## config.mk

```make
export PLATFORM = sky130hd
export DESIGN_NAME = cbr_regs
export DESIGN_NICKNAME = d
export VERILOG_FILES = /design/src/design/cbr_pkg.sv /design/src/design/cbr_ship_delay.sv /design/src/design/cbr_regs.sv
export SDC_FILE = /design/constraint.sdc
export NUM_CORES = 1
export LEC_CHECK = 0
export ABC_AREA = 1
export ABC_CLOCK_PERIOD_IN_PS = 9100
export BUFFER_PORTS_ARGS = -buffer_cell sky130_fd_sc_hd__buf_4
export CELL_PAD_IN_SITES_DETAIL_PLACEMENT = 1
export CELL_PAD_IN_SITES_GLOBAL_PLACEMENT = 1
export CORE_ASPECT_RATIO = 0.5
export CORE_MARGIN = 4
export CORE_UTILIZATION = 46
export CTS_BUF_LIST = sky130_fd_sc_hd__clkbuf_4 sky130_fd_sc_hd__clkbuf_8
export DETAILED_ROUTE_END_ITERATION = 7
export PLACE_DENSITY_LB_ADDON = 0.1
export SLEW_MARGIN = 20
export SYNTH_ARGS = -nofsm -noshare
export SYNTH_HDL_FRONTEND = slang
export SYNTH_SLANG_ARGS = --single-unit
```

## constraint.sdc

```tcl
create_clock -name sys_clk_i -period 9.1 [get_ports sys_clk_i]
set_input_delay 0.91 -clock sys_clk_i [delete_from_list [all_inputs] [get_ports sys_clk_i]]
set_output_delay 0.91 -clock sys_clk_i [all_outputs]
set_load 0.02 [all_outputs]
```

## src/design/cbr_pkg.sv

```systemverilog
// Purpose: Constants and encodings shared by the charger control and status registers.
// Assumes: 8-bit registers on an 8-bit address, 25 MHz system clock.
// Notes:   All voltages are carried as 14-bit millivolt values.

package cbr_pkg;

	// ****************************************************************
	// Bus and register map
	// ****************************************************************
	localparam int unsigned ADDR_W = 8;
	localparam int unsigned DATA_W = 8;
	localparam int unsigned MV_W   = 14;

	localparam logic [7:0] OFS_PROT_CTRL  = 8'h06;
	localparam logic [7:0] OFS_TRK_CTRL   = 8'h07;
	localparam logic [7:0] OFS_STATE_RPT  = 8'h08;
	localparam logic [7:0] OFS_REG_RESET  = 8'h0b;
	localparam logic [7:0] OFS_OFFSET_SEL = 8'h0f;

	localparam logic [7:0] RST_PROT_CTRL  = 8'he6;
	localparam logic [7:0] RST_TRK_CTRL   = 8'h4c;
	localparam logic [1:0] RST_OFFSET_SEL = 2'h0;

	// ****************************************************************
	// Field positions
	// ****************************************************************
	localparam int unsigned POS_OVP_LO      = 6;
	localparam int unsigned POS_BOOST_LO    = 4;
	localparam int unsigned POS_VLIM_LO     = 0;
	localparam int unsigned POS_FORCE_DET   = 7;
	localparam int unsigned POS_HALF_RATE   = 6;
	localparam int unsigned POS_SW_DISABLE  = 5;
	localparam int unsigned POS_WARM_SEL    = 4;
	localparam int unsigned POS_SW_DELAY    = 3;
	localparam int unsigned POS_SW_RST_EN   = 2;
	localparam int unsigned POS_TRACK_LO    = 0;
	localparam int unsigned POS_REG_RESET   = 7;

	// ****************************************************************
	// Voltage tables in millivolts
	// ****************************************************************
	localparam logic [13:0] OVP_MV_0   = 14'h157c;
	localparam logic [13:0] OVP_MV_1   = 14'h1964;
	localparam logic [13:0] OVP_MV_2   = 14'h2904;
	localparam logic [13:0] OVP_MV_3   = 14'h36b0;
	localparam logic [13:0] BOOST_MV_0 = 14'h12f2;
	localparam logic [13:0] BOOST_MV_1 = 14'h1388;
	localparam logic [13:0] BOOST_MV_2 = 14'h141e;
	localparam logic [13:0] BOOST_MV_3 = 14'h14b4;
	localparam logic [13:0] VOFS_MV_0  = 14'h0f3c;
	localparam logic [13:0] VOFS_MV_1  = 14'h170c;
	localparam logic [13:0] VOFS_MV_2  = 14'h1d4c;
	localparam logic [13:0] VOFS_MV_3  = 14'h2904;
	localparam logic [13:0] VLIM_STEP_MV = 14'h0064;
	localparam logic [13:0] TRACK_MV_1 = 14'h00c8;
	localparam logic [13:0] TRACK_MV_2 = 14'h00fa;
	localparam logic [13:0] TRACK_MV_3 = 14'h012c;
	localparam logic [13:0] WARM_CAP_MV = 14'h1004;

	// ****************************************************************
	// Source status codes
	// ****************************************************************
	localparam logic [2:0] SRC_NONE  = 3'h0;
	localparam logic [2:0] SRC_SDP   = 3'h1;
	localparam logic [2:0] SRC_CDP   = 3'h2;
	localparam logic [2:0] SRC_DCP   = 3'h3;
	localparam logic [2:0] SRC_NSTD  = 3'h6;
	localparam logic [2:0] SRC_BOOST = 3'h7;

	// ****************************************************************
	// Timing
	// ****************************************************************
	localparam int unsigned CLK_HZ            = 32'h017d7840;
	localparam int unsigned SHIP_DELAY_S      = 32'h0000000c;
	localparam int unsigned SHIP_DELAY_CYCLES = SHIP_DELAY_S * CLK_HZ;
	localparam int unsigned SHIP_CNT_W        = 29;

endpackage

```

## src/design/cbr_ship_delay.sv

```systemverilog
// Purpose: Shipping-mode delay counter for the battery switch.
// Assumes: run_i is held high for the whole wait.
// Notes:   done_o rises CYCLES edges after run_i rises and stays until run_i falls.

`timescale 1ns/1ps

module cbr_ship_delay #(
	parameter int unsigned CYCLES = 32'h11e1a300,
	parameter int unsigned CNT_W  = 29
) (
	input  wire logic sys_clk_i,
	input  wire logic rst_i,
	input  wire logic run_i,
	output logic      done_o
);

	typedef struct packed {
		logic [CNT_W-1:0] count;
		logic             done;
	} cbr_dly_state_t;

	localparam logic [CNT_W-1:0] LAST = CNT_W'(CYCLES - 1);

	cbr_dly_state_t s;
	cbr_dly_state_t next_s;

	always_comb begin
		next_s = s;
		if (!run_i) begin
			next_s.count = '0;
			next_s.done  = 1'b0;
		end else if (!s.done) begin
			if (s.count == LAST) begin
				next_s.done = 1'b1;
			end else begin
				next_s.count = s.count + 1'b1;
			end
		end
	end

	always_ff @(posedge sys_clk_i or posedge rst_i) begin
		if (rst_i) begin
			s <= '0;
		end else begin
			s <= next_s;
		end
	end

	assign done_o = s.done;

endmodule

```

## src/design/cbr_regs.sv

```systemverilog
// Purpose: Charger control and status registers with their decoded settings.
// Assumes: Status inputs and ticks are synchronous to sys_clk_i.
// Notes:   Decoded outputs follow a register write by two clock edges, battery_switch_on_o by three plus any shipping delay.

`timescale 1ns/1ps

module cbr_regs
	import cbr_pkg::*;
#(
	parameter int unsigned SHIP_CYCLES  = cbr_pkg::SHIP_DELAY_CYCLES,
	parameter bit          BASE_VARIANT = 1'b0
) (
	input  wire logic                          sys_clk_i,
	input  wire logic                          rst_i,
	input  wire logic [cbr_pkg::ADDR_W-1:0]    addr_i,
	input  wire logic [cbr_pkg::DATA_W-1:0]    wr_data_i,
	input  wire logic                          wr_en_i,
	input  wire logic                          rd_en_i,
	output logic      [cbr_pkg::DATA_W-1:0]    rd_data_o,
	input  wire logic [2:0]                    source_type_status_i,
	input  wire logic [1:0]                    charge_state_i,
	input  wire logic                          power_good_flag_i,
	input  wire logic                          thermal_limit_flag_i,
	input  wire logic                          min_system_voltage_flag_i,
	input  wire logic                          input_present_i,
	input  wire logic                          detection_done_i,
	input  wire logic                          dpm_active_i,
	input  wire logic                          cool_zone_i,
	input  wire logic                          warm_zone_i,
	input  wire logic [cbr_pkg::MV_W-1:0]      battery_mv_i,
	input  wire logic [cbr_pkg::MV_W-1:0]      charge_target_mv_i,
	input  wire logic                          timer_tick_i,
	output logic [cbr_pkg::MV_W-1:0]           input_overvolt_threshold_mv_o,
	output logic [cbr_pkg::MV_W-1:0]           boost_output_level_mv_o,
	output logic [cbr_pkg::MV_W-1:0]           input_voltage_limit_mv_o,
	output logic [cbr_pkg::MV_W-1:0]           charge_voltage_limit_mv_o,
	output logic                               force_input_detection_o,
	output logic                               safety_tick_o,
	output logic                               safety_timer_reset_o,
	output logic                               battery_switch_on_o,
	output logic                               battery_switch_reset_allow_o
);

	import cbr_pkg::*;

	// ****************************************************************
	// State
	// ****************************************************************
	typedef enum logic [2:0] {
		SW_ON   = 3'h1,
		SW_WAIT = 3'h2,
		SW_OFF  = 3'h4
	} cbr_sw_state_t;

	typedef struct packed {
		logic [7:0]      prot_ctrl;
		logic [7:0]      trk_ctrl;
		logic [1:0]      offset_sel;
		logic [7:0]      rd_data;
		cbr_sw_state_t   sw_state;
		logic            tick_phase;
		logic            safety_tick;
		logic            timer_reset;
		logic [13:0]     ovp_mv;
		logic [13:0]     boost_mv;
		logic [13:0]     vlim_mv;
		logic [13:0]     chg_mv;
		logic            force_det;
		logic            sw_on;
		logic            sw_rst_allow;
	} cbr_state_t;

	cbr_state_t s;
	cbr_state_t next_s;
	logic       ship_done;

	// ****************************************************************
	// Helper functions
	// ****************************************************************
	function automatic logic [13:0] max_mv(input logic [13:0] a, input logic [13:0] b);
		max_mv = (a > b) ? a : b;
	endfunction

	function automatic logic [13:0] min_mv(input logic [13:0] a, input logic [13:0] b);
		min_mv = (a < b) ? a : b;
	endfunction

	function automatic logic [13:0] ovp_decode(input logic [1:0] code);
		unique case (code)
			2'h0: ovp_decode = OVP_MV_0;
			2'h1: ovp_decode = OVP_MV_1;
			2'h2: ovp_decode = OVP_MV_2;
			2'h3: ovp_decode = OVP_MV_3;
		endcase
	endfunction

	function automatic logic [13:0] boost_decode(input logic [1:0] code);
		unique case (code)
			2'h0: boost_decode = BOOST_MV_0;
			2'h1: boost_decode = BOOST_MV_1;
			2'h2: boost_decode = BOOST_MV_2;
			2'h3: boost_decode = BOOST_MV_3;
		endcase
	endfunction

	function automatic logic [13:0] offset_decode(input logic [1:0] sel);
		unique case (sel)
			2'h0: offset_decode = VOFS_MV_0;
			2'h1: offset_decode = VOFS_MV_1;
			2'h2: offset_decode = VOFS_MV_2;
			2'h3: offset_decode = VOFS_MV_3;
		endcase
	endfunction

	function automatic logic [13:0] track_decode(input logic [1:0] code,
			input logic [13:0] vbat);
		unique case (code)
			2'h0: track_decode = 14'h0000;
			2'h1: track_decode = 14'(vbat + TRACK_MV_1);
			2'h2: track_decode = 14'(vbat + TRACK_MV_2);
			2'h3: track_decode = 14'(vbat + TRACK_MV_3);
		endcase
	endfunction

	// Codes other than none, SDP, CDP and boost read as no input on the base variant
	function automatic logic [2:0] source_report(input logic [2:0] code);
		if (!BASE_VARIANT) begin
			source_report = code;
		end else if (code == SRC_NONE || code == SRC_SDP || code == SRC_CDP ||
				code == SRC_BOOST) begin
			source_report = code;
		end else begin
			source_report = SRC_NONE;
		end
	endfunction

	// ****************************************************************
	// Shipping delay
	// ****************************************************************
	cbr_ship_delay #(
		.CYCLES (SHIP_CYCLES),
		.CNT_W  (SHIP_CNT_W)
	) u_ship_delay (
		.sys_clk_i (sys_clk_i),
		.rst_i     (rst_i),
		.run_i     (s.sw_state == SW_WAIT),
		.done_o    (ship_done)
	);

	// ****************************************************************
	// Next state
	// ****************************************************************
	always_comb begin
		logic [13:0] prog_mv;
		logic [13:0] track_mv;
		logic        half_rate;
		logic        force_set;
		logic        sw_disable;
		logic        sw_delay;
		prog_mv    = 14'h0000;
		track_mv   = 14'h0000;
		half_rate  = 1'b0;
		force_set  = 1'b0;
		sw_disable = 1'b0;
		sw_delay   = 1'b0;

		next_s             = s;
		next_s.rd_data     = 8'h00;
		next_s.safety_tick = 1'b0;
		next_s.timer_reset = 1'b0;

		// Register reads, no side effects
		if (rd_en_i) begin
			unique case (addr_i)
				OFS_PROT_CTRL:  next_s.rd_data = s.prot_ctrl;
				OFS_TRK_CTRL:   next_s.rd_data = s.trk_ctrl;
				OFS_STATE_RPT:  next_s.rd_data = {source_report(source_type_status_i),
						charge_state_i,
						power_good_flag_i,
						thermal_limit_flag_i,
						min_system_voltage_flag_i};
				OFS_REG_RESET:  next_s.rd_data = 8'h00;
				OFS_OFFSET_SEL: next_s.rd_data = {6'h00, s.offset_sel};
				default:        next_s.rd_data = 8'h00;
			endcase
		end

		// Register writes; the status register has no write path
		if (wr_en_i) begin
			unique case (addr_i)
				OFS_PROT_CTRL: begin
					next_s.prot_ctrl = wr_data_i;
				end
				OFS_TRK_CTRL: begin
					next_s.trk_ctrl = wr_data_i;
					// Detection request only taken while input is present
					force_set = wr_data_i[POS_FORCE_DET] && input_present_i;
					next_s.trk_ctrl[POS_FORCE_DET] = force_set;
				end
				OFS_OFFSET_SEL: begin
					next_s.offset_sel = wr_data_i[1:0];
				end
				OFS_REG_RESET: begin
					if (wr_data_i[POS_REG_RESET]) begin
						// Self-clearing: bit never stays set
						next_s.prot_ctrl   = RST_PROT_CTRL;
						next_s.trk_ctrl    = RST_TRK_CTRL;
						next_s.offset_sel  = RST_OFFSET_SEL;
						next_s.timer_reset = 1'b1;
						next_s.tick_phase  = 1'b0;
					end
				end
				default: begin
				end
			endcase
		end

		// Detection end clears the bit unless a new request lands now
		if (detection_done_i && !force_set) begin
			next_s.trk_ctrl[POS_FORCE_DET] = 1'b0;
		end

		// Safety timer rate
		half_rate = s.trk_ctrl[POS_HALF_RATE] &&
				(dpm_active_i || cool_zone_i || thermal_limit_flag_i);
		if (s.timer_reset) begin
			next_s.tick_phase = 1'b0;
		end else if (timer_tick_i) begin
			if (half_rate) begin
				next_s.safety_tick = s.tick_phase;
				next_s.tick_phase  = ~s.tick_phase;
			end else begin
				next_s.safety_tick = 1'b1;
				next_s.tick_phase  = 1'b0;
			end
		end

		// Battery switch control
		sw_disable = s.trk_ctrl[POS_SW_DISABLE];
		sw_delay   = s.trk_ctrl[POS_SW_DELAY];
		unique case (s.sw_state)
			SW_ON: begin
				if (sw_disable && sw_delay) begin
					next_s.sw_state = SW_WAIT;
				end else if (sw_disable) begin
					next_s.sw_state = SW_OFF;
				end
			end
			SW_WAIT: begin
				if (!sw_disable) begin
					next_s.sw_state = SW_ON;
				end else if (!sw_delay || ship_done) begin
					next_s.sw_state = SW_OFF;
				end
			end
			SW_OFF: begin
				if (!sw_disable) begin
					next_s.sw_state = SW_ON;
				end
			end
			default: begin
				next_s.sw_state = SW_ON;
			end
		endcase

		// Decoded settings
		next_s.ovp_mv   = ovp_decode(s.prot_ctrl[POS_OVP_LO +: 2]);
		next_s.boost_mv = boost_decode(s.prot_ctrl[POS_BOOST_LO +: 2]);
		prog_mv = 14'(offset_decode(s.offset_sel) +
				14'(s.prot_ctrl[POS_VLIM_LO +: 4] * VLIM_STEP_MV));
		track_mv = track_decode(s.trk_ctrl[POS_TRACK_LO +: 2], battery_mv_i);
		next_s.vlim_mv = max_mv(prog_mv, track_mv);
		if (warm_zone_i && !s.trk_ctrl[POS_WARM_SEL]) begin
			next_s.chg_mv = min_mv(WARM_CAP_MV, charge_target_mv_i);
		end else begin
			next_s.chg_mv = charge_target_mv_i;
		end
		next_s.force_det    = s.trk_ctrl[POS_FORCE_DET] && input_present_i;
		next_s.sw_on        = (s.sw_state != SW_OFF);
		next_s.sw_rst_allow = s.trk_ctrl[POS_SW_RST_EN];
	end

	// ****************************************************************
	// State register
	// ****************************************************************
	always_ff @(posedge sys_clk_i or posedge rst_i) begin
		if (rst_i) begin
			s              <= '0;
			s.prot_ctrl    <= RST_PROT_CTRL;
			s.trk_ctrl     <= RST_TRK_CTRL;
			s.offset_sel   <= RST_OFFSET_SEL;
			s.sw_state     <= SW_ON;
			s.ovp_mv       <= OVP_MV_3;
			s.boost_mv     <= BOOST_MV_2;
			s.vlim_mv      <= 14'h1194;
			s.sw_on        <= 1'b1;
			s.sw_rst_allow <= 1'b1;
		end else begin
			s <= next_s;
		end
	end

	// ****************************************************************
	// Outputs
	// ****************************************************************
	assign rd_data_o                     = s.rd_data;
	assign input_overvolt_threshold_mv_o = s.ovp_mv;
	assign boost_output_level_mv_o       = s.boost_mv;
	assign input_voltage_limit_mv_o      = s.vlim_mv;
	assign charge_voltage_limit_mv_o     = s.chg_mv;
	assign force_input_detection_o       = s.force_det;
	assign safety_tick_o                 = s.safety_tick;
	assign safety_timer_reset_o          = s.timer_reset;
	assign battery_switch_on_o           = s.sw_on;
	assign battery_switch_reset_allow_o  = s.sw_rst_allow;

endmodule

```

==> results.toml, run 1 <==
[logic_synthesis]
yosysMostFrequentCell = "nand2_1"
yosys-top-cells-count = "302 x nand2_1, 141 x inv_1, 123 x nand3_1"
synth_area_leader_cell = "dfrtp_1"
ys_warn_count = 0
syn-cell-area_mm2 = 0.00789
synthDistinctLibCells = 47
ys_ff_latch = 110
synth_area_leaders = "dfrtp_1 27%, nand2_1 14%, ha_1 8.3%, dfstp_2 8.0%, nand3_1 7.8%"
synth_edf_count = 0
synth_ff_type = "dfrtp_1"
syn_inst = 1108
yosysTopAreaCellShare = 0.273
synth_seq_area_share = 0.353
syn-mean-instance-area_um2 = 7.12
async_flop_share = 1.00

[cts]
clockBufferDepth = 2
cts_hold_buf = 0
clk_latency_ps = 390
ctsResizeCount = 0
cts_tree = "built"
htreeDepth = 3
post_cts_buffers = 0
cts-buffers-inserted = 9
cts_sinks = 110
path_clk_slew_ps = 110
cts-root-buf = "clkbuf_8"

[worst_setup_path]
path_max_fanout = 21
cp-end-kind = "flop"
critPathLaunchType = "flop"
crit_arrival_ps = 4860
path_class = "reg2reg"
reg2regPathDepth = 19
cp_data_required_time_ps = 9370
regToRegSetupSlack_ps = 4510

[hold_path]
hold_path_class = "reg2reg"
whs_path_depth = 0

[die]
die_w_um = 193
fp.dieH_um = 101
ios = 131
die_area_mm2 = 0.0194
start_util = 0.475
core_area_mm2 = 0.0166
rows = 33

[sta]
relSlewSlack = 0.365
fmax_mhz = 218
worstMarginPinSlew_ps = 949
post-route-period-util = 0.505
finalSetupTns_ps = 0
rsz0062_at_grt = "false"
setup_viol = 0
finalHoldViolCount = 0
maxSlewViolCount = 0
min_period_ps = 4590
clock_skew_ps = 17.4
worst_slack_ps = 4510

[grt]
grt_pass1_vias = 7925
grt_antenna_before_repair = 0
grt_overflow = 0
grt_usage = 0.247
grt_first_pass_wirelength_um = 38800
grt_max_degree = 67

[layout]
final_core_util = 0.529
syn_to_final_growth_pct = 11.4
drive_gt1_frac = 0.167
diodes = 0
fill_cells = 2199
layout.nets = 1282

[power_and_ir_drop]
vdd_drop_max_v = 0.0000873
p_leak_nw = 4.47
powerDensity_mw_per_mm2 = 164

[routing]
drc = 0
vias_per_cell = 5.20
wire_per_inst_um = 16.8
postRouteAntennaNets = 0
routed-via-count = 7272
drt-total-wl_um = 23400
initialDrtViolationCount = 290
drtPass1Iterations = 4

[place]
place_congestion = 0.895
hpwl_um = 18400
pre_cts_slack_ps = 4570
port_buffers = 124

[outcome]
status = "finished, final reports clean"

[run]
max_cap_viol_count = 0
-- flip-flops by register name, summed over array words and instances, names as in the netlist --
| register | count |
|---|---|
| u_ship_delay.s | 29 |
| s | 21 |
| charge_voltage_limit_mv_o | 14 |
| input_voltage_limit_mv_o | 14 |
| boost_output_level_mv_o | 9 |
| input_overvolt_threshold_mv_o | 8 |
| rd_data_o | 8 |
| battery_switch_on_o | 1 |
| battery_switch_reset_allow_o | 1 |
| force_input_detection_o | 1 |
| next_s | 1 |
| safety_tick_o | 1 |
| safety_timer_reset_o | 1 |
| u_ship_delay.done_o | 1 |
-- where the power goes --
group	internal (W)	leakage [nW]	total, W	switching (W)
sequential	0.000554	1.36	0.000581	0.0000272
clock	0.000165	0.115	0.000346	0.000181
combinational	0.000192	3.00	0.000516	0.000324
total	0.000911	4.47	0.00144	0.000532
-- logic make-up after synthesis --
logic type	share of synthesized area
flops	0.353
buf+inv	0.142
other cells	0.000952
fa+ha+maj	0.0876
mux	0.00127
xor+xnor	0.0200
simple gates	0.322
compound gates	0.0731
-- through the flow --
stage	instances	hold slack (ps)	power, W	instance area, um^2
2_1_floorplan	1112	361	0.000968	7900
3_3_place_gp	1382	366	0.00109	8560
3_5_place_dp	1382	371	0.00111	8560
4_1_cts	1398	400	0.00146	8790
5_1_grt	1398	412	0.00154	8790
6_report	1398	396	0.00144	8790
-- critical path, stage by stage (launching register included) --
cell     delay (ps)
dfstp_2         610
ha_1            250
ha_1            230
fa_1            430
a21oi_1         190
xnor2_1          90
ha_1            340
inv_1            70
o21ai_0         280
nand2_1         120
nand4_1         110
nand2_1          80
ha_1            300
nand2_1          70
nor2_1          140
nand2_1          80
a21oi_2         620
inv_1           260
nand2_1         130
nand2_1          70
-- per-layer routing --
layer  GRT usage  vias to the layer above  routed length (um)
met5           0                        -                   0
met3      0.0343                       32                 574
li1            -                     3575                   -
met1       0.283                     3575                9710
met2       0.489                       90               12800
met4      0.0576                        0                 373
-- worst paths after layout --
path	start	to
min in group asynchronous	rst_i	charge_voltage_limit_mv_o[9]
worst max-delay path	s[84]	input_voltage_limit_mv_o[10]
max in group asynchronous	rst_i	s[82]
worst max register to register	s[84]	input_voltage_limit_mv_o[10]
worst min register to register	next_s[0]	battery_switch_reset_allow_o
worst min-delay path	next_s[0]	battery_switch_reset_allow_o
-- layout make-up --
class / instances / area (um^2) / area share
clock buffers: 10 / 138 / 0.0157
clock inverters: 6 / 92.6 / 0.0105
inverters: 145 / 547 / 0.0622
multi-input cells: 774 / 4000 / 0.455
flip-flops and latches: 110 / 2780 / 0.317
well taps: 227 / 284 / 0.0323
repair buffers: 126 / 946 / 0.108
-- cells in the final DEF (no fill, tap or decap), types with 20 or more instances in the layout --
master	Yosys	routed
inv_1	141	140
dfstp_2	24	24
dfrtp_1	86	86
a21oi_1	33	33
buf_4	64	126
o21ai_0	47	47
nand3_1	123	123
nand2_1	302	302
nor2_1	101	101
ha_1	52	52
nor3_1	20	20
Power figures use the tool's default switching activity.
==> run 2: changes to the inputs <==
--- a/config.mk
+++ b/config.mk
@@ -5,14 +5,14 @@
 export SDC_FILE = /design/constraint.sdc
 export NUM_CORES = 1
 export LEC_CHECK = 0
-export ABC_AREA = 1
-export ABC_CLOCK_PERIOD_IN_PS = 9100
+export ABC_AREA = 0
+export ABC_CLOCK_PERIOD_IN_PS = 4000
 export BUFFER_PORTS_ARGS = -buffer_cell sky130_fd_sc_hd__buf_4
 export CELL_PAD_IN_SITES_DETAIL_PLACEMENT = 1
 export CELL_PAD_IN_SITES_GLOBAL_PLACEMENT = 1
 export CORE_ASPECT_RATIO = 0.5
 export CORE_MARGIN = 4
-export CORE_UTILIZATION = 46
+export CORE_UTILIZATION = 40
 export CTS_BUF_LIST = sky130_fd_sc_hd__clkbuf_4 sky130_fd_sc_hd__clkbuf_8
 export DETAILED_ROUTE_END_ITERATION = 7
 export PLACE_DENSITY_LB_ADDON = 0.1
==> constraint.sdc (replaced) <==
create_clock -name sys_clk_i -period 4 [get_ports sys_clk_i]
set_input_delay 0.4 -clock sys_clk_i [delete_from_list [all_inputs] [get_ports sys_clk_i]]
set_output_delay 0.4 -clock sys_clk_i [all_outputs]
set_load 0.02 [all_outputs]
==> results.toml, run 2 <==
[grt]
met1_usage = 0.226
grt_usage = 0.181
grt_first_pass_wirelength_um = 29400
grt_max_degree = 66
grt_util_met3 = 0.0359
grt-busiest-layer = "met2"
grt_overflow = 0
grt_pass1_vias = 5734
grt_use_met2 = 0.331
grt_antenna_before_repair = 0

[layout]
max_flop_register = "u_ship_delay.s"
fin_cells = 1032
final_core_util = 0.489
layout.nets = 916
drive_gt1_frac = 0.298
diodes = 0
layout_common_cells = "145 x buf_4, 86 x dfrtp_1, 64 x nor2_1"
largest_reg_flops = 29
syn_to_final_growth_pct = 16.4
biggestRegsByFlops = "u_ship_delay.s: 29 flops, s: 21 flops"
final_common_cell = "buf_4"

[sta]
fmax_mhz = 240
worstMarginPinSlew_ps = 1010
min_period_ps = 4170
maxSlewViolCount = 0
clock_skew_ps = 13.4
finalSetupTns_ps = -1240
rsz0062_at_grt = "true"
worst_slack_ps = -175
post-route-period-util = 1.04
relSlewSlack = 0.325
finalHoldViolCount = 0
setup_viol = 14

[cts]
clk_latency_ps = 390
cts_sinks = 110
htreeDepth = 3
cts_tree = "built"
path_clk_slew_ps = 110
cts-root-buf = "clkbuf_8"
cts_hold_buf = 0
clockBufferDepth = 2
cts-buffers-inserted = 9

[logic_synthesis]
syn-mean-instance-area_um2 = 9.72
ys_ff_latch = 110
yosysTopAreaCellShare = 0.305
synth_ff_type = "dfrtp_1"
synth_area_leaders = "dfrtp_1 31%, ha_1 9.2%, dfstp_2 8.9%, buf_4 7.0%, xor2_1 3.7%"
yosys-top-cells-count = "86 x dfrtp_1, 66 x buf_4, 65 x nor2_1"
synth_edf_count = 0
yosysMostFrequentCell = "dfrtp_1"
synth_area_leader_cell = "dfrtp_1"
synthDistinctLibCells = 74
async_flop_share = 1.00
ys_warn_count = 0
syn_inst = 726
syn-cell-area_mm2 = 0.00705
synth_seq_area_share = 0.394

[power_and_ir_drop]
p_leak_nw = 3.74
p_clk_frac = 0.184
p_comb_frac = 0.453
power.total_w = 0.00373
swShare = 0.374
vdd_drop_max_v = 0.000342
internal-power_w = 0.00233
pwr-share-seq = 0.363
powerDensity_mw_per_mm2 = 454
power.switching_w = 0.00140

[die]
die_w_um = 196
start_util = 0.420
core_area_mm2 = 0.0168
fp.dieH_um = 102
die_area_mm2 = 0.0200
rows = 33
ios = 131

[hold_path]
hold_path_class = "in2async"

[worst_setup_path]
path_max_fanout = 4
critPathLaunchType = "flop"
cp-end-kind = "flop"
crit_arrival_ps = 4500
cp_data_required_time_ps = 4320
path_class = "reg2reg"

[routing]
initialDrtViolationCount = 250
routed-via-count = 5369
drc = 0
drt-total-wl_um = 18000
vias_per_cell = 5.20
wire_per_inst_um = 17.4
drtPass1Iterations = 4
postRouteAntennaNets = 0

[place]
place_congestion = 0.820
port_buffers = 124
pre_cts_slack_ps = -295
dp.cells = 1012
hpwl_um = 13700

[run]
max_cap_viol_count = 0

[outcome]
violations = "setup timing"
status = "finished, violations left"
==> run 2: cell types whose count changed after synthesis, sizes merged, moves of 31 or more <==
cell	before	now
nand3	123	22
o21ai	50	19
inv	142	43
nand2	308	38
nor2	103	65
==> run 2: critical path: stages, from the launching register on <==
cell and delay [ps]:
dfstp_2 600, ha_4 220, ha_4 160, fa_2 350, a21oi_2 140, xnor2_1 90, ha_1 360, a21oi_2 230
o21ai_1 130, a221oi_2 280, o311ai_4 170, inv_2 100, ha_4 210, nand4_1 120, nor2_2 80, a2111oi_4 320
a21oi_2 100, buf_4 150, mux2_4 280
==> run 2: power groups by stage <==
stage          clock network (W)  logic, W  registers, W
6_report                0.000686   0.00169       0.00135
5_1_grt                 0.000759   0.00187       0.00137
4_1_cts                 0.000712   0.00162       0.00136
3_5_place_dp                   0   0.00152       0.00137
3_3_place_gp                   0   0.00147       0.00137
2_1_floorplan                  0   0.00111       0.00135
==> run 2: logic make-up after synthesis <==
logic type,count (synthesis),synth area share
adders and majority gates,54,0.0979
AOI/OAI and AO/OA,138,0.136
DFF,110,0.394
xor gates and xnor gates,49,0.0608
muxes,17,0.0243
other,2,0.00106
buffers and inverters,131,0.107
and+or+nand+nor,225,0.178
==> run 2: metrics by stage <==
step	hold slack, ps	area [um^2]
2_1_floorplan	367	7120
6_report	162	8210
3_3_place_gp	376	7890
4_1_cts	172	8140
3_5_place_dp	382	7890
5_1_grt	173	8210
==> run 2: final cells by class <==
| class | count | area (um^2) |
|---|---|---|
| repair buffers | 147 | 1110 |
| multi-input cells | 489 | 3680 |
| fillers | 1905 | 8590 |
| clock inverters | 5 | 48.8 |
| well taps | 227 | 284 |
| inverters | 43 | 164 |
| clock buffers | 11 | 145 |
| flip-flops and latches | 110 | 2780 |
==> run 2: what timing repair did <==
| item | CTS | global route |
|---|---|---|
| setup endpoints to repair | 14 | 14 |
| setup buffers | 1 | 3 |
| resized for setup | 13 | 9 |
| pin swaps | 10 | 0 |
==> run 2: final timing paths <==
| check | startpoint | end | slack (ps) | depth (start not counted) |
|---|---|---|---|---|
| max | s[84] | input_voltage_limit_mv_o[7] | -170 | 18 |
| min | rst_i | force_input_detection_o | 160 | 2 |
| max reg2reg | s[84] | input_voltage_limit_mv_o[7] | -170 | 18 |
| min reg2reg | next_s[0] | battery_switch_reset_allow_o | 390 | 0 |
| max in group asynchronous | rst_i | input_voltage_limit_mv_o[12] | 2940 | 3 |
| min in group sys_clk_i | charge_target_mv_i[12] | charge_voltage_limit_mv_o[12] | 190 | 3 |
==> run 2: routing by layer <==
metal / part of all wire / up-vias
met4: 0.011 / 0
met5: 0 / -
met3: 0.036 / 15
met2: 0.51 / 83
li1: - / 2605
met1: 0.45 / 2666
